<file path="config.mk">
export PLATFORM = sky130hd
export DESIGN_NAME = acrc_ctrl
export DESIGN_NICKNAME = d
export VERILOG_FILES = /design/src/design/acrc_ctrl.v /design/src/design/acrc_sar.v
export VERILOG_INCLUDE_DIRS = /design/src /design/src/design
export SDC_FILE = /design/constraint.sdc
export NUM_CORES = 1
export LEC_CHECK = 0
export BUFFER_PORTS_ARGS = -buffer_cell sky130_fd_sc_hd__buf_2
export CELL_PAD_IN_SITES_DETAIL_PLACEMENT = 1
export CELL_PAD_IN_SITES_GLOBAL_PLACEMENT = 2
export CORE_MARGIN = 2
export CORE_UTILIZATION = 40
export CTS_CLUSTER_SIZE = 20
export DETAILED_ROUTE_END_ITERATION = 10
export PLACE_DENSITY_LB_ADDON = 0.15
export SETUP_SLACK_MARGIN = 0.2
export SLEW_MARGIN = 5
export SYNTH_ARGS = -nofsm -noshare
export SYNTH_HDL_FRONTEND = slang
export SYNTH_SLANG_ARGS = --single-unit
</file>
<file path="constraint.sdc">
create_clock -name ref_clk_i -period 3.7 [get_ports ref_clk_i]
set_input_delay 0.37 -clock ref_clk_i [delete_from_list [all_inputs] [get_ports ref_clk_i]]
set_output_delay 0.37 -clock ref_clk_i [all_outputs]
set_load 0.05 [all_outputs]
</file>
<file path="src/design/acrc_defines.vh">
// timing counts and widths for the converter control block
`ifndef ACRC_DEFINES_VH
`define ACRC_DEFINES_VH
`define ACRC_CLK_PERIOD_NS 8
`define ACRC_STATUS_DELAY_NS 200
`define ACRC_STATUS_DELAY_CYC ((`ACRC_STATUS_DELAY_NS) / (`ACRC_CLK_PERIOD_NS))
`define ACRC_LATCH_LEAD_NS 500
`define ACRC_LATCH_LEAD_CYC (((`ACRC_LATCH_LEAD_NS) + (`ACRC_CLK_PERIOD_NS) - 1) / (`ACRC_CLK_PERIOD_NS))
`define ACRC_CONV_MAX_NS 10000
`define ACRC_CONV_MAX_CYC ((`ACRC_CONV_MAX_NS) / (`ACRC_CLK_PERIOD_NS))
`define ACRC_BIT_CYC 8'h50
`define ACRC_RESULT_W 12
`define ACRC_BUS_W 8
`define ACRC_CNT_W 11
`endif

</file>
<file path="src/design/acrc_ctrl.v">
// convert and read control of the 12-bit converter
`timescale 1ns/1ps
`include "acrc_defines.vh"
module acrc_ctrl (
	input wire ref_clk_i,
	input wire reset_i,
	input wire read_not_convert_i,
	input wire select_n_i,
	input wire conv_gate_i,
	input wire nibble_select_i,
	input wire compare_i,
	output reg status_o,
	output reg [`ACRC_BUS_W-1:0] data_o,
	output wire [`ACRC_BUS_W-1:0] data_oe_o
);
	localparam [2:0] ST_IDLE = 3'b001;
	localparam [2:0] ST_CONV = 3'b010;
	localparam [2:0] ST_HOLD = 3'b100;
	// synchroniser bank order: read line, select, gate, nibble select
	localparam PIN_N = 4;
	localparam PIN_RNC = 0;
	localparam PIN_SEL = 1;
	localparam PIN_GATE = 2;
	localparam PIN_NIB = 3;
	// idle pin levels, so reset leaves no false start edge
	localparam [3:0] PIN_IDLE = 4'b0011;

	reg [2:0] state;
	reg [2:0] next_state;
	reg next_status;
	reg start_cond_d;
	reg [`ACRC_RESULT_W-1:0] result;
	reg [`ACRC_RESULT_W-1:0] next_result;
	reg [`ACRC_CNT_W-1:0] hold_cnt;
	reg [`ACRC_CNT_W-1:0] next_hold_cnt;
	reg drive_en;
	reg [`ACRC_BUS_W-1:0] next_data;
	wire [PIN_N-1:0] pin_raw;
	wire [PIN_N-1:0] pin_sync;
	wire rnc_sync;
	wire sel_n_sync;
	wire gate_sync;
	wire nib_sync;
	wire [`ACRC_RESULT_W-1:0] sar_value;
	wire sar_done;
	wire start_cond;
	wire start_pulse;
	wire hold_last;
	wire read_cond;
	genvar gp;
	genvar gb;

	assign pin_raw[PIN_RNC] = read_not_convert_i;
	assign pin_raw[PIN_SEL] = select_n_i;
	assign pin_raw[PIN_GATE] = conv_gate_i;
	assign pin_raw[PIN_NIB] = nibble_select_i;

	// two-stage synchronisers; only stage one feeds stage two
	generate
		for (gp = 0; gp < PIN_N; gp = gp + 1) begin : g_sync
			reg meta;
			reg stable;
			always @(posedge ref_clk_i) begin
				if (reset_i) begin
					meta <= PIN_IDLE[gp];
					stable <= PIN_IDLE[gp];
				end else begin
					meta <= pin_raw[gp];
					stable <= meta;
				end
			end
			assign pin_sync[gp] = stable;
		end
	endgenerate

	assign rnc_sync = pin_sync[PIN_RNC];
	assign sel_n_sync = pin_sync[PIN_SEL];
	assign gate_sync = pin_sync[PIN_GATE];
	assign nib_sync = pin_sync[PIN_NIB];

	assign start_cond = !rnc_sync && !sel_n_sync && gate_sync;
	// same path for all three inputs
	assign start_pulse = start_cond && !start_cond_d && state == ST_IDLE;
	// last hold cycle before status falls
	assign hold_last = hold_cnt == `ACRC_LATCH_LEAD_CYC - 1;

	always @* begin
		next_state = state;
		case (state)
			ST_IDLE: begin
				if (start_pulse)
					next_state = ST_CONV;
			end
			ST_CONV: begin
				if (sar_done)
					next_state = ST_HOLD;
			end
			ST_HOLD: begin
				if (hold_last)
					next_state = ST_IDLE;
			end
			default: next_state = ST_IDLE;
		endcase
	end

	// raised within a few cycles of start edge
	always @* begin
		next_status = status_o;
		if (start_pulse)
			next_status = 1'b1;
		else if (state == ST_HOLD && hold_last)
			next_status = 1'b0;
	end

	// latch result, then wait before status falls
	always @* begin
		next_result = result;
		if (sar_done)
			next_result = sar_value;
	end

	always @* begin
		if (state == ST_HOLD)
			next_hold_cnt = hold_cnt + 11'h001;
		else
			next_hold_cnt = 11'h000;
	end

	always @(posedge ref_clk_i) begin
		if (reset_i) begin
			state <= ST_IDLE;
			start_cond_d <= 1'b0;
			status_o <= 1'b0;
			result <= 12'h000;
			hold_cnt <= 11'h000;
		end else begin
			state <= next_state;
			start_cond_d <= start_cond;
			status_o <= next_status;
			result <= next_result;
			hold_cnt <= next_hold_cnt;
		end
	end

	acrc_sar u_sar (
		.ref_clk_i(ref_clk_i),
		.reset_i(reset_i),
		.start_i(start_pulse),
		.compare_i(compare_i),
		.approximation_register_o(sar_value),
		.done_o(sar_done)
	);

	assign read_cond = rnc_sync && !status_o && gate_sync && !sel_n_sync;

	// upper eight or lower four bits
	always @* begin
		if (nib_sync)
			next_data = {4'h0, result[3:0]};
		else
			next_data = result[11:4];
	end

	always @(posedge ref_clk_i) begin
		if (reset_i) begin
			drive_en <= 1'b0;
			data_o <= 8'h00;
		end else begin
			drive_en <= read_cond;
			data_o <= next_data;
		end
	end

	// one enable per data line, all following the read condition
	generate
		for (gb = 0; gb < `ACRC_BUS_W; gb = gb + 1) begin : g_oe
			assign data_oe_o[gb] = drive_en;
		end
	endgenerate
endmodule

</file>
<file path="src/design/acrc_sar.v">
// successive-approximation sequencer for a 12-bit result
`timescale 1ns/1ps
`include "acrc_defines.vh"
module acrc_sar (
	input wire ref_clk_i,
	input wire reset_i,
	input wire start_i,
	input wire compare_i,
	output reg [`ACRC_RESULT_W-1:0] approximation_register_o,
	output reg done_o
);
	reg [`ACRC_RESULT_W-1:0] trial_bit;
	reg [7:0] bit_cnt;
	reg clk_run;

	always @(posedge ref_clk_i) begin
		done_o <= 1'b0;
		if (reset_i) begin
			approximation_register_o <= 12'h000;
			trial_bit <= 12'h000;
			bit_cnt <= 8'h00;
			clk_run <= 1'b0;
		end else if (start_i) begin
			approximation_register_o <= 12'h800;
			trial_bit <= 12'h800;
			bit_cnt <= 8'h00;
			clk_run <= 1'b1;
		end else if (clk_run) begin
			if (bit_cnt == `ACRC_BIT_CYC - 8'h01) begin
				bit_cnt <= 8'h00;
				// keep or drop the trial bit, then try the next one
				if (!compare_i)
					approximation_register_o <= (approximation_register_o & ~trial_bit)
						| (trial_bit >> 1);
				else
					approximation_register_o <= approximation_register_o | (trial_bit >> 1);
				trial_bit <= trial_bit >> 1;
				if (trial_bit == 12'h001) begin
					clk_run <= 1'b0;
					done_o <= 1'b1;
				end
			end else begin
				bit_cnt <= bit_cnt + 8'h01;
			end
		end
	end
endmodule

</file>
# Word-level counts from Yosys, hierarchy flattened
# Cells that the tools add are included.
# classes
addsub	2
mul	0
div_mod_pow	0
magnitude_cmp	0
eq_ne	9
shifts	0
muxes	20
bitwise	7
n_reduce_logical	22
# ops
op	n
12-bit 2-to-1 mux	7
12-bit by 11-bit bitwise OR with 12-bit output	2
12-bit AND	1
12-bit by 1-bit == test with 1-bit output (second input constant)	1
12-bit NOT	1
11-bit by 1-bit adder with 11-bit output (second input constant)	1
11-bit by 6-bit == test with 1-bit output (second input constant)	1
3-bit 2-to-1 mux	3
3-bit one-hot mux with 3 select lines	1
8-bit by 1-bit adder with 8-bit output (second input constant)	1
8-bit by 7-bit == test with 1-bit output (second input constant)	1
1-bit logical AND	8
8-bit 2-to-1 mux	1
1-bit 2-to-1 mux	7
2-bit nonzero test	3
2-bit OR reduction	3
1-bit logical NOT	4
4-bit 2-to-1 mux	1
2-bit inequality test (second input constant)	2
2-bit AND reduction	2
4-bit OR reduction	1
3-bit by 1-bit == test with 1-bit output (second input constant)	1
3-bit by 2-bit == test with 1-bit output (second input constant)	1
3-bit == test (second input constant)	1
3 further kinds	5
# word_totals
regBits	79
latchBits	0
ramBits	0
mem_bits_ro	0
input_bits	7
out_inout_bits	17
elab_cells	83
memories	0

# Longest topological paths before layout
# Gate-level depths: netlist (run 1).
# logic_depth
depth_word	7
depth_mapped	5
depth_no_buf	5

# By module
# A second synthesis (run 1) with hierarchy kept.
# hier_totals
cells_unflattened	301
hier_area_um2	3080.5
# by_module_without_submodules
mod	n_inst	cells_each	area_each_um2	seq_area_each_um2
acrc_ctrl	1	172	1715.4	900.9
acrc_sar	1	129	1365.1	680.7

# Worst setup path after synthesis (run 1)
# OpenSTA, ideal clock, no wires.
# synth_timing
path_type	register -> register
start	reg u_sar.bit_cnt[4]
end	reg u_sar.done_o
setup_ns	0.088
t_arrival_ns	1.665
t_required_ns	3.612
path_slack_ns	1.948
path_stages_with_launch	5
path_buffers	1
period_less_slack_ns	1.752
cell_sequence	dfxtp_1 or4b_4 buf_6 or4_4 nor4_2
# synth_via
elab_chain_cells	3
# synth_rtl
item	line	source
start: declaration	acrc_sar.v:13	reg [7:0] bit_cnt;
start signal: assignment	acrc_sar.v:43	bit_cnt <= bit_cnt + 8'h01;
8-bit by 7-bit == test with 1-bit output	acrc_sar.v:29	if (bit_cnt == `ACRC_BIT_CYC - 8'h01) begin
1-bit NOT (no source line)	--	
4-bit OR reduction (no source line)	--	
end signal: assignment	acrc_sar.v:17	done_o <= 1'b0;
end signal: assignment	acrc_sar.v:40	done_o <= 1'b1;
end: declaration	acrc_sar.v:10	output reg done_o
# Every way passes these cells.
# A chain may end at the register's enable or synchronous reset.

# Worst setup path in the final report (run 1)
# layout_timing
start	reg hold_cnt[1]
end	reg status_o
# layout_via
elab_chain_cells	3
# layout_rtl
item	line	source
start: declaration	acrc_ctrl.v:34	reg [`ACRC_CNT_W-1:0] hold_cnt;
start signal: assignment	acrc_ctrl.v:141	hold_cnt <= next_hold_cnt;
11-bit by 6-bit == test with 1-bit output	acrc_ctrl.v:85	assign hold_last = hold_cnt == `ACRC_LATCH_LEAD_CYC - 1;
1-bit logical AND	acrc_ctrl.v:111	else if (state == ST_HOLD && hold_last)
2-bit nonzero test (no source line)	--	
end signal: assignment	acrc_ctrl.v:139	status_o <= next_status;
end: declaration	acrc_ctrl.v:12	output reg status_o,
# Every way passes these cells.

==> run summary, run 1 <==
# Post-CTS Setup Buffers: 0
RSZ-0062 raised after global routing: false
Peak Freq: 512 MHz
# setup viols final: 0
final critical-path share of the clock period: 52.7%
class of the worst hold path: in -> reg
relative slew slack: 41.3%
pin count of the biggest net entering global routing: 35
synth top area cells: dfxtp_1 51%, a21oi_1 5.5%, mux2i_1 5.5%
initial antenna violation count: 0
met2 usage: 25.4%
drc violations: 0
slowest cell on the critical path: or4b_2
Startpoint Class: flop
IO buf count: 23
Slew @ Worst Pin: 0.879 ns
synthesized cell area: 3100 um^2
hold buffer count at CTS: 0
ANT cells: 0
global-route wire length before repair: 11.4 mm
Post-synth EDFFs: 0
Peak supply drop: 0.177 mV
die width: 92.0 um
final wirelength: 6.60 mm
WP buf/inv: 0
post-placement cell count: 430
global-route track usage on met3: 2.71%
WL/cell: 14.8 um
cell taking the most area after synthesis: dfxtp_1
gr busiest metal: met2
CTS Buf Count: 9
WP data required: 3.90 ns
status: complete, no violations
remaining antenna violation count: 0
Initial Utilization: 40.7%
FF+latch count, synth: 79
Post-synth top cells: 79 x dfxtp_1, 34 x a21oi_1, 26 x nor2_1, 19 x clkbuf_1, 19 x inv_1
DR iter-0 viols: 127
Post-Syn Instances: 331
vias in the first global route: 2272
CP cell instances: ha_1 > or4b_2 > nor4_1 > a221oi_1
Core Area: 7610 um^2
Root Driver: clkbuf_8
DPL Wire Length: 4.36 mm
grt met1 use: 24.3%
GRT Util Overall: 17.1%
Clock Path Buffers: 2
dominant cell by count in the synthesized netlist: dfxtp_1
Synth async-reset ratio: 0%
vias: 2358
sequential share of the synthesized area: 51.1%
Rows: 32
Sum Neg Setup Slack: 0 ns
Slew Viols, Final: 0
GRT overflow: 0
die boundary height: 92.0 um
CP endpoint kind: flop
Synth Flop Type: dfxtp_1
Synth Warn #: 0
PwrDens: 448 nW/um^2
clock skew: 0.0120 ns
CTS resizes: 0
critical path type: reg -> reg
Synth Net Count: 341
layout overhead on the synthesized area: 10.7%
WHS: 0.199 ns
io pins: 24
die footprint: 8460 um^2
Leak: 1.15 nW
clock latency on the worst-skew pair: 0.35 ns
Avg Vias per Cell: 5.29
CTS tree: yes
Final Hold Vio Count: 0
CTS H-tree lvls: 3
layout cells sized above 1: 15.1%
synthesized area per cell: 9.36 um^2
Non-Filler Instances: 446
Worst-path clk slew: 0.09 ns
critical path peak fanout: 5
CP top delay family: simple AND/OR/NAND/NOR gates
gp weighted congestion: 0.724
post-layout min period: 1.95 ns
Distinct cells, synth: 44
number of max-cap violations: 0
Worst EP arrival: 2.15 ns
CTS Sinks: 79
CP peak stage delay: 0.58 ns
DRT Pass-1 Iters: 4
Final #Nets: 349
proportion of netlist area held by the largest area contributor: 51.1%
## routing by layer
| layer | share of wire (%) | wire, um |
|---|---|---|
| met1 | 52 | 3430 |
| met2 | 44 | 2870 |
| met3 | 2.5 | 163 |
| met5 | 0 | 0 |
| met4 | 2.0 | 133 |
## cell type report
class                           count  area, um^2
Inverter                           19        71.3
Timing Repair Buffer               26         138
Multi-Input combinational cell    204        1310
Clock buffer                        9         124
Clock inverter                      7        78.8
Sequential cell                    79        1580
Tap cell                          102         128
Fill cell                         888        4180
## kinds of logic (layout without fill, tap and decap cells)
| logic type | count (synthesis) | in the layout | share of synthesized area, % |
|---|---|---|---|
| and+or+nand+nor | 102 | 102 | 18.4 |
| DFF | 79 | 79 | 51.1 |
| AOI/OAI and AO/OA | 77 | 77 | 15.4 |
| buffers and inverters | 48 | 61 | 7.03 |
| muxes | 17 | 17 | 5.49 |
| xor gates and xnor gates | 5 | 5 | 1.41 |
| adders and majority gates | 3 | 3 | 1.21 |
## state kept, by name (all words and copies together), names as in the netlist, 3 cells and up
signal	count
data_o	8
u_sar.trial_bit	12
u_sar.approximation_register_o	12
g_sync.meta	4
state	3
result	12
u_sar.bit_cnt	8
g_sync.stable	4
hold_cnt	11
## through the flow
stage	setup WS [ns]	utilization (%)	power, mW	cell area [um^2]
6_report	1.75	45.0	1.54	3430
5_1_grt	1.53	45.0	1.62	3430
4_1_cts	1.70	45.0	1.56	3430
3_5_place_dp	1.71	42.4	0.904	3220
3_3_place_gp	1.82	42.4	0.904	3220
2_1_floorplan	1.95	-	0.895	3100
## final timing paths
kind                                    startpoint               end  slack (ns)  cells past startpoint
worst max-delay path                   hold_cnt[1]          status_o        1.75                      4
worst min-delay path            read_not_convert_i    g_sync[0].meta        0.20                      2
worst max register to register         hold_cnt[1]          status_o        1.75                      4
worst min register to register      g_sync[0].meta  g_sync[0].stable        0.42                      1
## cells in the final DEF (no fill, tap or decap), types with 2 or more instances in the layout
cell type / instances
nor3_1: 4
a311oi_1: 2
nor4b_1: 2
nand4_1: 4
inv_1: 19
or3_1: 7
clkbuf_8: 9
xor2_1: 4
nand3_1: 17
or4b_2: 2
mux2i_1: 17
o31ai_1: 3
o21ai_0: 18
or2_2: 4
nor2b_1: 7
dfxtp_1: 79
inv_6: 2
o41ai_1: 12
a21oi_1: 34
and2_1: 4
or4_1: 5
ha_1: 3
clkinvlp_4: 2
nand2_1: 10
buf_2: 23
buf_4: 3
nor2_1: 26
and4_1: 2
## power by group
part | internal (mW) | switching [mW] | total [mW]
clock network | 0.320 | 0.334 | 0.654
registers | 0.854 | 0.00233 | 0.856
logic | 0.00800 | 0.0191 | 0.0271
total | 1.18 | 0.355 | 1.54
No activity file was read; power rests on OpenSTA's default activity.
==> inputs of run 2 (changes only) <==
Settings changed: CORE_UTILIZATION 40 to 37.
Clock period 3.7 ns to 2 ns, I/O delays scaled along.
==> run summary, run 2 (synthesized netlist as in run 1, its figures left out) <==
WL/cell: 15.0 um (+1.7%)
layout overhead on the synthesized area: 14.9%
Clock Path Buffers: 2 (unchanged)
DR iter-0 viols: 74 (-42%)
Final #Nets: 357 (+2.3%)
Peak supply drop: 0.382 mV (+120%)
Core Util, Final: 43.5% (-1.5 points)
critical path type: reg -> reg
commonest non-fill, non-tap cell in the layout: dfxtp_1
CTS Sinks: 79 (unchanged)
most frequent cells in the layout: 78 x dfxtp_1, 34 x a21oi_1, 26 x nor2_1
Final Hold Vio Count: 0 (unchanged)
post-layout min period: 1.72 ns (-0.234 ns)
# setup viols final: 0 (unchanged)
global-route wire length before repair: 11.6 mm (+1.3%)
Initial Utilization: 37.9% (-2.8 points)
IO buf count: 23 (unchanged)
number of max-cap violations: 0 (unchanged)
WP data required: 2.26 ns (-1.64 ns)
DPL Wire Length: 4.61 mm (+5.7%)
Startpoint Class: flop
class of the worst hold path: in -> reg
PwrDens: 793 nW/um^2 (+77%)
Avg Vias per Cell: 5.25 (-0.79%)
pin count of the biggest net entering global routing: 34 (-2.9%)
Peak Freq: 582 MHz (+14%)
die boundary height: 95.5 um (+3.8%)
final critical-path share of the clock period: 85.9% (+33 points)
vias in the first global route: 2355 (+3.7%)
clock skew: 0.0109 ns (-0.00113 ns)
status: complete, no violations
Worst EP arrival: 1.98 ns (-0.17 ns)
CTS H-tree lvls: 3 (unchanged)
remaining antenna violation count: 0 (unchanged)
Root Driver: clkbuf_8
initial antenna violation count: 0 (unchanged)
post-placement cell count: 440 (+2.3%)
vias: 2397 (+1.7%)
Worst-path clk slew: 0.08 ns (about the same)
ANT cells: 0 (unchanged)
Sum Neg Setup Slack: 0 ns (unchanged)
final wirelength: 6.87 mm (+4.2%)
RSZ-0062 raised after global routing: true
DRT Pass-1 Iters: 4 (unchanged)
Slew @ Worst Pin: 0.481 ns (-0.398 ns)
GRT overflow: 0 (unchanged)
relative slew slack: 67.9% (+27 points)
clock latency on the worst-skew pair: 0.35 ns (about the same)
Largest regs: result x12, u_sar.approximation_register_o x12, u_sar.trial_bit x12
Non-Filler Instances: 457 (+2.5%)
CTS Buf Count: 9 (unchanged)
CTS tree: yes
gp weighted congestion: 0.730 (+0.87%)
io pins: 24 (unchanged)
GRT Util Overall: 16.5% (-0.62 points)
die width: 95.5 um (+3.8%)
Leak: 1.18 nW (+3.4%)
CP endpoint kind: flop
Core Area: 8180 um^2 (+7.5%)
Slew Viols, Final: 0 (unchanged)
Rows: 33 (+3.1%)
die footprint: 9120 um^2 (+7.8%)
critical path peak fanout: 4 (-1)
hold buffer count at CTS: 0 (unchanged)
layout cells sized above 1: 19.6% (+4.5 points)
drc violations: 0 (unchanged)
[run 2: cell count changes in the layout (fill, tap and decap cells not counted), sizes merged]
cell,delta
inv,-2
clkbuf,+1
clkinvlp,+1
buf,+8
[run 2: stage by stage]
stage	total power, mW	setup slack (ns)	cell area (um^2)	hold slack (ns)
after floorplan	1.66	0.248	3100	0.304
after global placement	1.68	0.263	3290	0.382
after detailed placement	1.68	0.215	3290	0.387
after CTS	2.88	0.204	3490	0.0170
after global routing	2.96	0.193	3560	0.0163
final	2.82	0.282	3560	0.0327
[run 2: where the power goes]
part | internal, mW | leakage (nW) | switching, mW
Clock | 0.584 | 0.0891 | 0.600
Combinational | 0.0195 | 0.456 | 0.0377
Sequential | 1.58 | 0.638 | 0.00463
Total | 2.18 | 1.18 | 0.643
[run 2: final cells by class]
cell class,instances,area (um^2)
fillers,956,4620
clock inverters,6,70.1
clock buffers,10,128
flip-flops and latches,79,1580
multi-input cells,204,1370
well taps,105,131
inverters,19,71.3
repair buffers,34,210
[run 2: critical path: stages (launching register included)]
cell	delay, ns
dfxtp_1	0.34
or4b_2	0.68
or4_4	0.50
nor4_2	0.12
[run 2: metal layers]
metal | part of all wire [%] | track usage [%] | wire length, um
met5 | 0 | 0 | 0
met4 | 1.0 | 6.07 | 70
met3 | 2.6 | 3.79 | 180
met2 | 45 | 25.4 | 3060
met1 | 52 | 22.5 | 3560
[run 2: what timing repair did]
action | CTS | global route
resized for setup | 0 | 10
buffers inserted | 0 | 1
setup endpoints to repair | 0 | 13
[run 2: path summary, 6_finish.rpt]
path,cells after the start,slack [ns],startpoint,to
setup / recovery,3,0.28,u_sar.trial_bit[7],u_sar.done_o
hold / removal,2,0.03,read_not_convert_i,g_sync[0].meta
setup reg to reg,3,0.28,u_sar.trial_bit[7],u_sar.done_o
hold reg to reg,1,0.42,g_sync[0].meta,g_sync[0].stable
